`src/shcs_pkg.sv`:
```
package shcs_pkg;
  // Register byte offsets
  localparam logic [11:0] SHCS_OFF_CTRL  = 12'hd24;
  localparam logic [11:0] SHCS_OFF_IRQST = 12'hd30;
  localparam logic [11:0] SHCS_OFF_IRQMK = 12'hd34;
  localparam logic [11:0] SHCS_OFF_PRIV  = 12'hd38;

  // Bit positions of the control and state register
  localparam int SHCS_B_MEM_ACT  = 0;
  localparam int SHCS_B_BUS_ACT  = 1;
  localparam int SHCS_B_USG_ACT  = 3;
  localparam int SHCS_B_CALL_ACT = 7;
  localparam int SHCS_B_MONA   = 8;
  localparam int SHCS_B_PSVA   = 10;
  localparam int SHCS_B_TICKA  = 11;
  localparam int SHCS_B_USGP   = 12;
  localparam int SHCS_B_MEM_PEND  = 13;
  localparam int SHCS_B_BUS_PEND  = 14;
  localparam int SHCS_B_CALL_PEND = 15;
  localparam int SHCS_B_MEMEN  = 16;
  localparam int SHCS_B_BUSEN  = 17;
  localparam int SHCS_B_USGEN  = 18;

  // Implemented bits; 9, 6:4, 2 and 31:19 read zero
  localparam logic [31:0] SHCS_RW_MASK  = 32'h0007_fd8b;
  localparam logic [31:0] SHCS_CTRL_RST = 32'h0000_0000;

  // Interrupt status bits
  localparam int SHCS_I_ESC   = 0;
  localparam int SHCS_I_DENY  = 1;
  localparam int SHCS_I_W     = 2;

  localparam logic [1:0] SHCS_RESP_OKAY   = 2'h0;
  localparam logic [1:0] SHCS_RESP_SLVERR = 2'h2;

  // Fault source indices
  localparam int SHCS_F_MEM = 0;
  localparam int SHCS_F_BUS = 1;
  localparam int SHCS_F_USG = 2;

  typedef struct packed {
    logic [2:0] fault_pend;   // Mem, bus, usage fault raised
    logic       call_pend;
    logic [5:0] entry;        // Mem, bus, usg, call, psv, tick
    logic [5:0] ret;
    logic       mon_enter;
    logic       mon_exit;
  } shcs_evt_t;

  typedef enum logic [1:0] {
    SHCS_IDLE = 2'b00,
    SHCS_WRSP = 2'b01,
    SHCS_RRSP = 2'b10
  } shcs_st_t;

  typedef struct packed {
    logic [31:0]          ctrl;
    logic [SHCS_I_W-1:0]  irq_st;
    logic [SHCS_I_W-1:0]  irq_mk;
    logic                 priv_req;
    logic                 aw_got;
    logic                 w_got;
    logic [11:0]          awaddr;
    logic [31:0]          wdata;
    logic [3:0]           wstrb;
    logic                 wprot;
    shcs_st_t             wst;
    logic [1:0]           bresp;
    shcs_st_t             rst;
    logic [31:0]          rdata;
    logic [1:0]           rresp;
    logic                 hard_fault;
    logic                 irq;
  } shcs_state_t;
endpackage

```
`src/shcs_top.sv`:
```
// Design decisions made here: the AXI4-Lite interface to the registers and the address map.
`timescale 1ns/100ps
// Contract
// - Bit 16 enables memory management fault exception when one.
// - Bit 15 shows supervisor call pending; software write sets or clears.
// - Bit 14 shows bus fault pending; software write changes it.
// - Bit 13 shows memory fault pending; software write changes it.
// - Bit 12 shows usage fault pending; software write changes it.
// - Bit 11 shows system tick active; software write changes it.
// - Bit 10 shows pendable service active; software write changes it.
// - Bit 8 is read/write debug monitor active flag.
// - Bit 7 shows supervisor call active; software write changes it.
// - Bit 3 shows usage fault active; software write changes it.
// - Bit 1 shows bus fault active; software write changes it.
// - Bit 0 is read/write memory fault active flag.
// - Bits 9, 6:4 and 2 read zero; software preserves them.
// - All enable, pending and active flags clear on reset.
// - Bit 18 enables usage fault, bit 17 bus fault.
// - Fault with its enable clear escalates to hard fault.
// - Only privileged accesses allowed (checked only while priv_req is set); bits changed by read-modify-write.
module shcs_top
  import shcs_pkg::*;
(
  input  wire logic              I_CLK_SYS,
  input  wire logic              I_SYS_RST,
  input  wire shcs_pkg::shcs_evt_t I_EVT,
  input  wire logic              I_AWVALID,
  output logic                   O_AWREADY,
  input  wire logic [31:0]       I_AWADDR,
  input  wire logic [2:0]        I_AWPROT,
  input  wire logic              I_WVALID,
  output logic                   O_WREADY,
  input  wire logic [31:0]       I_WDATA,
  input  wire logic [3:0]        I_WSTRB,
  output logic                   O_BVALID,
  input  wire logic              I_BREADY,
  output logic [1:0]             O_BRESP,
  input  wire logic              I_ARVALID,
  output logic                   O_ARREADY,
  input  wire logic [31:0]       I_ARADDR,
  input  wire logic [2:0]        I_ARPROT,
  output logic                   O_RVALID,
  input  wire logic              I_RREADY,
  output logic [31:0]            O_RDATA,
  output logic [1:0]             O_RRESP,
  output logic [31:0]            O_CTRL_STATE,
  output logic                   O_HARD_FAULT,
  output logic                   O_IRQ
);
  import shcs_pkg::*;

  shcs_state_t s_q;
  shcs_state_t s_d;

  logic        aw_hs;
  logic        w_hs;
  logic        ar_hs;
  logic        do_wr;
  logic        wr_ok;
  logic        rd_ok;
  logic [31:0] wmask;
  logic [31:0] hw_set;
  logic [31:0] hw_clr;
  logic [2:0]  fault_en;
  logic [2:0]  fault_raise;
  logic [SHCS_I_W-1:0] ev_irq;

  assign O_AWREADY = (s_q.wst == SHCS_IDLE) && !s_q.aw_got;
  assign O_WREADY  = (s_q.wst == SHCS_IDLE) && !s_q.w_got;
  assign O_ARREADY = (s_q.rst == SHCS_IDLE);
  assign aw_hs     = I_AWVALID && O_AWREADY;
  assign w_hs      = I_WVALID && O_WREADY;
  assign ar_hs     = I_ARVALID && O_ARREADY;

  assign O_BVALID     = (s_q.wst == SHCS_WRSP);
  assign O_BRESP      = s_q.bresp;
  assign O_RVALID     = (s_q.rst == SHCS_RRSP);
  assign O_RDATA      = s_q.rdata;
  assign O_RRESP      = s_q.rresp;
  assign O_CTRL_STATE = s_q.ctrl;
  assign O_HARD_FAULT = s_q.hard_fault;
  assign O_IRQ        = s_q.irq;

  assign fault_en = {s_q.ctrl[SHCS_B_USGEN], s_q.ctrl[SHCS_B_BUSEN],
                     s_q.ctrl[SHCS_B_MEMEN]};
  assign fault_raise = I_EVT.fault_pend & fault_en;

  always_comb begin
    logic [11:0] a;
    logic        p;
    a = 12'h000;
    p = 1'b0;
    hw_set = 32'h0000_0000;
    hw_clr = 32'h0000_0000;
    // Fault pending set when raised and enabled, call pending when raised; all cleared on entry
    hw_set[SHCS_B_MEM_PEND]  = fault_raise[SHCS_F_MEM];
    hw_set[SHCS_B_BUS_PEND]  = fault_raise[SHCS_F_BUS];
    hw_set[SHCS_B_USGP]      = fault_raise[SHCS_F_USG];
    hw_set[SHCS_B_CALL_PEND] = I_EVT.call_pend;
    hw_clr[SHCS_B_MEM_PEND]  = I_EVT.entry[0];
    hw_clr[SHCS_B_BUS_PEND]  = I_EVT.entry[1];
    hw_clr[SHCS_B_USGP]      = I_EVT.entry[2];
    hw_clr[SHCS_B_CALL_PEND] = I_EVT.entry[3];
    // Active flags follow entry and return
    hw_set[SHCS_B_MEM_ACT]  = I_EVT.entry[0];
    hw_set[SHCS_B_BUS_ACT]  = I_EVT.entry[1];
    hw_set[SHCS_B_USG_ACT]  = I_EVT.entry[2];
    hw_set[SHCS_B_CALL_ACT] = I_EVT.entry[3];
    hw_set[SHCS_B_PSVA]  = I_EVT.entry[4];
    hw_set[SHCS_B_TICKA] = I_EVT.entry[5];
    hw_set[SHCS_B_MONA]  = I_EVT.mon_enter;
    hw_clr[SHCS_B_MEM_ACT]  = I_EVT.ret[0];
    hw_clr[SHCS_B_BUS_ACT]  = I_EVT.ret[1];
    hw_clr[SHCS_B_USG_ACT]  = I_EVT.ret[2];
    hw_clr[SHCS_B_CALL_ACT] = I_EVT.ret[3];
    hw_clr[SHCS_B_PSVA]  = I_EVT.ret[4];
    hw_clr[SHCS_B_TICKA] = I_EVT.ret[5];
    hw_clr[SHCS_B_MONA]  = I_EVT.mon_exit;

    s_d = s_q;
    ev_irq = '0;
    wr_ok = 1'b0;
    rd_ok = 1'b0;
    do_wr = 1'b0;
    wmask = 32'h0000_0000;
    s_d.hard_fault = |(I_EVT.fault_pend & ~fault_en);
    ev_irq[SHCS_I_ESC] = s_d.hard_fault;

    if (aw_hs) begin
      s_d.aw_got = 1'b1;
      s_d.awaddr = I_AWADDR[11:0];
      s_d.wprot  = I_AWPROT[0];
    end
    if (w_hs) begin
      s_d.w_got = 1'b1;
      s_d.wdata = I_WDATA;
      s_d.wstrb = I_WSTRB;
    end

    if (s_d.aw_got && s_d.w_got && s_q.wst == SHCS_IDLE) begin
      a = s_d.awaddr;
      p = s_d.wprot;
      s_d.aw_got = 1'b0;
      s_d.w_got  = 1'b0;
      s_d.wst    = SHCS_WRSP;
      // Unprivileged writes rejected while priv_req is set so exception state stays intact
      wr_ok = p || !s_q.priv_req;
      s_d.bresp = SHCS_RESP_SLVERR;
      if (!wr_ok) begin
        ev_irq[SHCS_I_DENY] = 1'b1;
      end else begin
        for (int i = 0; i < 4; i++) begin
          wmask[i*8 +: 8] = {8{s_d.wstrb[i]}};
        end
        unique case (a)
          SHCS_OFF_CTRL: begin
            s_d.bresp = SHCS_RESP_OKAY;
            do_wr = 1'b1;
          end
          SHCS_OFF_IRQST: begin
            s_d.bresp = SHCS_RESP_OKAY;
            s_d.irq_st = s_q.irq_st & ~s_d.wdata[SHCS_I_W-1:0];
          end
          SHCS_OFF_IRQMK: begin
            s_d.bresp = SHCS_RESP_OKAY;
            s_d.irq_mk = s_d.wdata[SHCS_I_W-1:0];
          end
          SHCS_OFF_PRIV: begin
            s_d.bresp = SHCS_RESP_OKAY;
            s_d.priv_req = s_d.wdata[0];
          end
          default: ;
        endcase
      end
    end
    if (s_q.wst == SHCS_WRSP && I_BREADY) begin
      s_d.wst = SHCS_IDLE;
    end

    // Software write lands first; a hardware event in the same cycle wins
    wmask = wmask & SHCS_RW_MASK & {32{do_wr}};
    s_d.ctrl = (s_q.ctrl & ~wmask) | (s_d.wdata & wmask);
    s_d.ctrl = (s_d.ctrl & ~hw_clr) | hw_set;
    s_d.ctrl = s_d.ctrl & SHCS_RW_MASK;

    if (ar_hs) begin
      s_d.rst = SHCS_RRSP;
      rd_ok = I_ARPROT[0] || !s_q.priv_req;
      s_d.rresp = SHCS_RESP_SLVERR;
      s_d.rdata = 32'h0000_0000;
      if (!rd_ok) begin
        ev_irq[SHCS_I_DENY] = 1'b1;
      end else begin
        unique case (I_ARADDR[11:0])
          SHCS_OFF_CTRL: begin
            s_d.rresp = SHCS_RESP_OKAY;
            s_d.rdata = s_q.ctrl & SHCS_RW_MASK;
          end
          SHCS_OFF_IRQST: begin
            s_d.rresp = SHCS_RESP_OKAY;
            s_d.rdata[SHCS_I_W-1:0] = s_q.irq_st;
          end
          SHCS_OFF_IRQMK: begin
            s_d.rresp = SHCS_RESP_OKAY;
            s_d.rdata[SHCS_I_W-1:0] = s_q.irq_mk;
          end
          SHCS_OFF_PRIV: begin
            s_d.rresp = SHCS_RESP_OKAY;
            s_d.rdata[0] = s_q.priv_req;
          end
          default: ;
        endcase
      end
    end else if (s_q.rst == SHCS_RRSP && I_RREADY) begin
      s_d.rst = SHCS_IDLE;
    end

    // Set beats the clear in the same cycle
    s_d.irq_st = s_d.irq_st | ev_irq;
    s_d.irq = |(s_d.irq_st & s_d.irq_mk);
    if (I_SYS_RST) begin
      s_d = '0;
      s_d.ctrl = SHCS_CTRL_RST;
      s_d.wst = SHCS_IDLE;
      s_d.rst = SHCS_IDLE;
    end
  end

  always_ff @(posedge I_CLK_SYS) begin
    s_q <= s_d;
  end
endmodule

```
`config.mk`:
```
export PLATFORM = sky130hd
export DESIGN_NAME = shcs_top
export DESIGN_NICKNAME = d
export VERILOG_FILES = /design/src/shcs_pkg.sv /design/src/shcs_top.sv
export SDC_FILE = /design/constraint.sdc
export NUM_CORES = 1
export LEC_CHECK = 0
export ABC_AREA = 1
export ABC_CLOCK_PERIOD_IN_PS = 2100
export BUFFER_PORTS_ARGS = -buffer_cell sky130_fd_sc_hd__buf_2
export CORE_MARGIN = 1.5
export CORE_UTILIZATION = 45
export CTS_CLUSTER_SIZE = 8
export DETAILED_ROUTE_END_ITERATION = 16
export PLACE_DENSITY_LB_ADDON = 0.3
export SLEW_MARGIN = 20
export SYNTH_ARGS = -nofsm -noshare
export SYNTH_HDL_FRONTEND = slang
export SYNTH_SLANG_ARGS = --single-unit
```
`constraint.sdc`:
```
create_clock -name I_CLK_SYS -period 2.1 [get_ports I_CLK_SYS]
set_clock_uncertainty 0.2 [all_clocks]
set_input_delay 0.105 -clock I_CLK_SYS [delete_from_list [all_inputs] [get_ports I_CLK_SYS]]
set_output_delay 0.105 -clock I_CLK_SYS [all_outputs]
set_load 0.01 [all_outputs]
```
Word level (Yosys, flattened, before mapping)
Cells that the tools add are included.
Widths: inputs -> output; s select.
- bits in registers: 110
- bits of input ports: 131
- output and inout bits: 75
- word-level logic and storage cells: 90
- equal/unequal tests: 8
- muxes and demuxes: 27
- bitwise gates (word level): 15
- reduce and logical (&&, ||, !) cells: 23
- operator list (cell ; count):
    $eq 12x12->1 const B ; 8
    $and 19x19->19 ; 4
    $mux 19 ; 2
    $mux 36 ; 1
    $mux 21 ; 1
    $not 16->19 ; 1
    $not 19->19 ; 1
    $or 19x16->19 ; 1
    $or 19x19->19 ; 1
    $mux 17 ; 1
    $mux 12 ; 1
    $mux 2 ; 6
    $pmux 3 s4 ; 1
    $mux 1 ; 11
    $logic_and 1x1->1 ; 9
    $mux 7 ; 1
    $and 3x3->3 ; 2
    $reduce_or 2->1 ; 3
    $mux 5 ; 1
    $and 2x2->2 ; 2
    $logic_not 2->1 ; 2
    $reduce_or 4->1 ; 1
    $logic_not 1->1 ; 3
    $not 3->3 ; 1
    7 further kinds ; 8

Logic depth before layout (Yosys ltp)
- depth after elaboration: 14
- mapped depth: 14
- depth with buffers taken out: 14

Worst setup path before layout
OpenSTA, ideal clock, no wires.
- path kind: register -> register
- from: register s_q[40] (netlist bit)
- to: register s_q (netlist bit O_CTRL_STATE[7])
- library setup time: 0.132 ns
- arrival time: 1.699 ns
- data required time: 1.768 ns
- setup slack: 0.069 ns
- cell stages (with the launch flop): 13
- buffers on the path: 2
- period minus slack after synthesis: 2.031 ns
- cells stage by stage: dfxtp_1 nor2_4 nand2_4 buf_6 nand2_2 nand2_1 nor2_1 nand2_2 nor2_8 buf_6 nand4_1 nand3_1 a21oi_1
- longest elaborated chain between the ends: 14
- elaborated cells on any way between the ends: 26
- classes of those cells: eq/ne (1); mux (10); bitwise (7); reduce/logical (8)
- ends and longest elaborated chain (element ; RTL line ; text):
    from (decl) ; shcs_top.sv:52 ; shcs_state_t s_q;
    from (signal assigned) ; shcs_top.sv:230 ; s_q <= s_d;
    $logic_not 2->1 * ; shcs_top.sv:68 ; assign O_AWREADY = (s_q.wst == SHCS_IDLE) && !s_q.aw_got;
    $logic_and 1x1->1 * ; shcs_top.sv:68 ;
    net O_AWREADY ; shcs_top.sv:28 ; output logic O_AWREADY,
    $logic_and 1x1->1 * ; shcs_top.sv:71 ; assign aw_hs = I_AWVALID && O_AWREADY;
    $mux 12 ; shcs_top.sv:129 ; if (aw_hs) begin
    $eq 12x12->1 ; shcs_top.sv:155 ; unique case (a)
    $mux 1 ; shcs_top.sv:155 ;
    $mux 1 ; shcs_top.sv:149 ; if (!wr_ok) begin
    $mux 1 ; shcs_top.sv:140 ; if (s_d.aw_got && s_d.w_got && s_q.wst == SHCS_IDLE) begin
    $and 19x19->19 * ; shcs_top.sv:181 ; wmask = wmask & SHCS_RW_MASK & {32{do_wr}};
    $not 19->19 ; shcs_top.sv:182 ; s_d.ctrl = (s_q.ctrl & ~wmask) | (s_d.wdata & wmask);
    $and 19x19->19 ; shcs_top.sv:182 ;
    $or 19x19->19 * ; shcs_top.sv:182 ;
    $and 19x19->19 * ; shcs_top.sv:183 ; s_d.ctrl = (s_d.ctrl & ~hw_clr) | hw_set;
    $or 19x16->19 * ; shcs_top.sv:183 ;
The timed path passes the listed nets; every way through them passes the cells marked *.
A chain may end at the register's enable or synchronous reset.

Worst setup path in the final report
- from: register s_q[92] (netlist bit)
- to: register s_q (netlist bit O_CTRL_STATE[8])
- longest elaborated chain between the ends: 14
- elaborated cells on any way between the ends: 22
- classes of those cells: eq/ne (1); mux (8); bitwise (7); reduce/logical (6)
- ends and longest elaborated chain (element ; RTL line):
    $logic_not 1->1 ; shcs_top.sv:68
    $logic_and 1x1->1 ; shcs_top.sv:68
    $logic_and 1x1->1 ; shcs_top.sv:71
    $mux 12 ; shcs_top.sv:129
    $eq 12x12->1 ; shcs_top.sv:155
    $mux 1 ; shcs_top.sv:155
    $mux 1 ; shcs_top.sv:149
    $mux 1 ; shcs_top.sv:140
    $and 19x19->19 * ; shcs_top.sv:181
    $not 19->19 ; shcs_top.sv:182
    $and 19x19->19 ; shcs_top.sv:182
    $or 19x19->19 * ; shcs_top.sv:182
    $and 19x19->19 * ; shcs_top.sv:183
    $or 19x16->19 * ; shcs_top.sv:183
Every way passes the cells marked *; elsewhere a longest branch is shown, timed or not.

==> qor.csv <==
stage;metric;value;unit
floorplan;core region area;8130;µm²
power;net switching power figure;1020;µW
hold_path;Hold Crit Class;in2reg;
sta;Worst Max-Slew Pin Slew;0.837;ns
yosys;Synth Instances;513;
yosys;number of enable flip-flop cells after synthesis;0;
yosys;Synth Warn #;0;
route;count of nets left with antenna violations after detail routing;0;
sta;Max transition margin;44.0;%
sta;final-report max-slew violation count;0;
yosys;largest cells by area after synthesis;sky130_fd_sc_hd__dfxtp_1 (38%), sky130_fd_sc_hd__buf_4 (14%), sky130_fd_sc_hd__nand2_1 (8.9%);
cells_and_area;count of antenna diodes in the layout;0;
yosys;post-synth top area cell;sky130_fd_sc_hd__dfxtp_1;
setup_path;ordered list of cells on the worst path;nor2_4 -> nand2_4 -> buf_6 -> nand2_2 -> o21ai_2 -> nor2_2 -> nand2_4 -> nor2_8 -> nand3_4 -> nand2_2 -> nand3_2 -> a21oi_2;
setup_path;peak fanout along the critical path;7;
sta;final hold violation count;0;
power;proportion of power drawn by combinational gates;23.0;%
route;final wirelength;9640;µm
yosys;adder-cell share of the synthesized area;0;%
grt;number of antenna violations at the first check in global routing;0;
grt;via count of the first global-routing pass;3012;
setup_path;highest-delay cell along the critical path;sky130_fd_sc_hd__dfxtp_2;
yosys;area share of the leading cell type in the synthesized netlist;37.8;%
route;number of vias after detailed routing;3601;
grt;Global Route Usage Sum;19.9;%
route;via/cell ratio;4.62;
floorplan;number of cell rows;33;
yosys;cell area after technology mapping;3760;µm²
sta;unrepaired setup endpoints after global routing;true;
placed_design;Final GP Congestion;0.758;
sta;number of failing setup endpoints in the final timing report;5;
floorplan;initial cell density of the core;46.2;%
flow_run;number of max-capacitance violations reported;0;
yosys;combinational family with the most area after synthesis;simple AND/OR/NAND/NOR gates;
power;internal power;2450;µW
yosys;asr flop ratio synth;0;%
yosys;complex-gate fraction of the synthesized area;8.69;%
route;1st-pass router iterations;4;
yosys;part of the Yosys area used for sequential elements;37.8;%
outcome;run status;complete, but fails checks;
yosys;XOR/XNOR share of the synthesized area;0;%
power;share of power burned in the clock network;34.9;%
clock_network;latest clock arrival within the worst-skew pair;0.35;ns
placed_design;DPL Wire Length;6350;µm
floorplan;die area;8910;µm²
yosys;flip-flop cell with the highest count after synthesis;sky130_fd_sc_hd__dfxtp_1;
setup_path;CP Capture Type;flip-flop;
clock_network;clock tree from TritonCTS;done;
setup_path;startpoint types;flip-flop;
clock_network;clock-pin slew reported for the worst setup and hold paths after clock tree synthesis;0.08;ns
floorplan;total I/O pin count;206;
setup_path;slack of the worst reg-to-reg path;-0.08;ns
setup_path;required time of the critical path;2.17;ns
yosys;list of most frequent post-synthesis cells;sky130_fd_sc_hd__nand2_1 (89), sky130_fd_sc_hd__dfxtp_1 (71), sky130_fd_sc_hd__buf_4 (68), sky130_fd_sc_hd__inv_1 (68), sky130_fd_sc_hd__nor2_1 (43);
cells_and_area;post-layout instance count excluding filler cells;780;
clock_network;number of buffers added by the clock tree synthesis step;9;
power;power density cells;681;nW/µm²
sta;worst setup slack after layout;-0.0808;ns
route;DRC;0;
yosys;post-synth cell types;36;
placed_design;number of cells in the design after placement;696;
clock_network;H-tree depth;3;
yosys;most frequent cell after synthesis;sky130_fd_sc_hd__nand2_1;
yosys;Post-Syn Area per Cell;7.32;µm²
clock_network;total number of clock tree sinks;71;
yosys;register bit count reported by yosys;71;
cells_and_area;fin util;62.6;%
cells_and_area;layout overhead on the synthesized area;35.6;%
placed_design;Port Buffers;104;
power;maximum vdd drop;391;µV
sta;share of the clock period used by the worst path after layout;104;%
route;Iteration-0 DRC Markers;215;
floorplan;DIE WIDTH;94.4;µm
grt;first-pass GRT wire length;13700;µm
yosys;Post-Synth Simple-Gate Area;27.7;%
yosys;mux cell area share after synthesis;2.93;%
sta;final critical path time including I/O delays and setup;2.18;ns
clock_network;clk root buf;sky130_fd_sc_hd__clkbuf_8;
grt;largest net degree at the start of global routing;31;
floorplan;die boundary height;94.4;µm
power;share of total power consumed by net switching;29.5;%
power;part of the power in registers;42.1;%
route;routed length per placed instance;12.4;µm
clock_network;Max Root-Sink Buffers;2;
grt;final global-route overflow total;0;
cells_and_area;# nets final;801;
outcome;violated checks;negative setup slack;
setup_path;worst stage delay on the critical path;0.34;ns
power;leakage power figure;0.00261;µW
sta;highest achievable clock rate;0.459;GHz
cells_and_area;share of cells above drive strength 1;28.7;%
setup_path;worst setup path class;reg2reg;
setup_path;endpoint arrival time on the critical path;2.25;ns
==> cell families (layout without fill, tap and decap cells) <==
logic type | after synthesis | count (layout)
flops | 71 | 71
buf+inv | 153 | 275
compound gates | 60 | 60
simple gates | 217 | 220
mux | 11 | 11
other cells | 1 | 38
==> per-stage QoR <==
| step | cell area [µm²] | hold slack (ns) | total power (µW) | TNS, ns | setup WS [ns] |
|---|---|---|---|---|---|
| final | 5090 | 0.0266 | 3470 | -0.125 | -0.0808 |
| after global routing | 5090 | 0.0584 | 3640 | -2.31 | -0.194 |
| after global placement | 4110 | 0.145 | 2090 | -0.00693 | -0.00689 |
| after CTS | 4920 | 0.00433 | 3400 | -0.00526 | -0.00526 |
| after floorplan | 3900 | 0.0390 | 1950 | 0 | 0.0686 |
| after detailed placement | 4110 | 0.156 | 2100 | -0.0877 | -0.0343 |
==> state kept, by name (all words and copies together), names as in the netlist, named ones only <==
signal / flops
O_BRESP: 1
O_CTRL_STATE: 11
O_HARD_FAULT: 1
O_IRQ: 1
O_RDATA: 14
O_RRESP: 1
s_q: 39
==> cell type report <==
class / count / area (µm²)
clock buffers: 9 / 124
clock inverters: 7 / 97.6
fillers: 686 / 3040
inverters: 69 / 259
multi-input cells: 329 / 1740
flip-flops and latches: 71 / 1420
well taps: 105 / 131
repair buffers: 190 / 1320
==> worst max-delay path, delay by kind of cell, from the launching register on <==
kind | cells | cell delay, ns
and+or+nand+nor | 9 | 1.21
buffers and inverters | 1 | 0.14
DFF | 1 | 0.34
AOI/OAI and AO/OA | 2 | 0.23
==> final timing paths <==
check	to	cells after the start	startpoint
worst max-delay path	O_CTRL_STATE[8]	12	s_q[92]
worst min-delay path	O_RDATA[0]	6	I_ARADDR[1]
worst max register to register	O_CTRL_STATE[8]	12	s_q[92]
worst min register to register	O_RDATA[3]	2	O_RDATA[3]
==> cells in the final DEF (no fill, tap or decap), types with 7 or more instances in the layout <==
cell type	instances
sky130_fd_sc_hd__inv_1	66
sky130_fd_sc_hd__clkbuf_8	9
sky130_fd_sc_hd__dlygate4sd3_1	56
sky130_fd_sc_hd__a21oi_1	37
sky130_fd_sc_hd__conb_1	38
sky130_fd_sc_hd__nand4_1	15
sky130_fd_sc_hd__buf_4	27
sky130_fd_sc_hd__nand2_2	8
sky130_fd_sc_hd__nor2_1	42
sky130_fd_sc_hd__dfxtp_1	70
sky130_fd_sc_hd__mux2i_1	11
sky130_fd_sc_hd__nand3_1	35
sky130_fd_sc_hd__buf_2	104
sky130_fd_sc_hd__nand2_1	84
sky130_fd_sc_hd__o21ai_1	7
==> what timing repair did <==
item	CTS	global route
endpoints found under the setup margin	8	19
pin swaps	1	13
cloned	0	3
hold endpoints to repair	45	1
resized for setup	3	28
setup buffers	3	6
hold buffers	55	1
==> power by group through the flow <==
stage                     clock network [µW]  registers [µW]  logic, µW
after floorplan                            0            1480        464
after global placement                     0            1490        600
after detailed placement                   0            1490        612
after CTS                               1230            1460        711
after global routing                    1290            1470        880
final                                   1210            1460        798
==> per-layer routing <==
layer | vias up | GRT usage [%] | part of all wire (%)
met4 | 0 | 7.71 | 1.5
met3 | 12 | 4.03 | 6.0
li1 | 1840 | - | -
met1 | 1622 | 25.9 | 44
met5 | - | 0 | 0
met2 | 127 | 32.3 | 48
No activity file was read; power rests on OpenSTA's default activity.
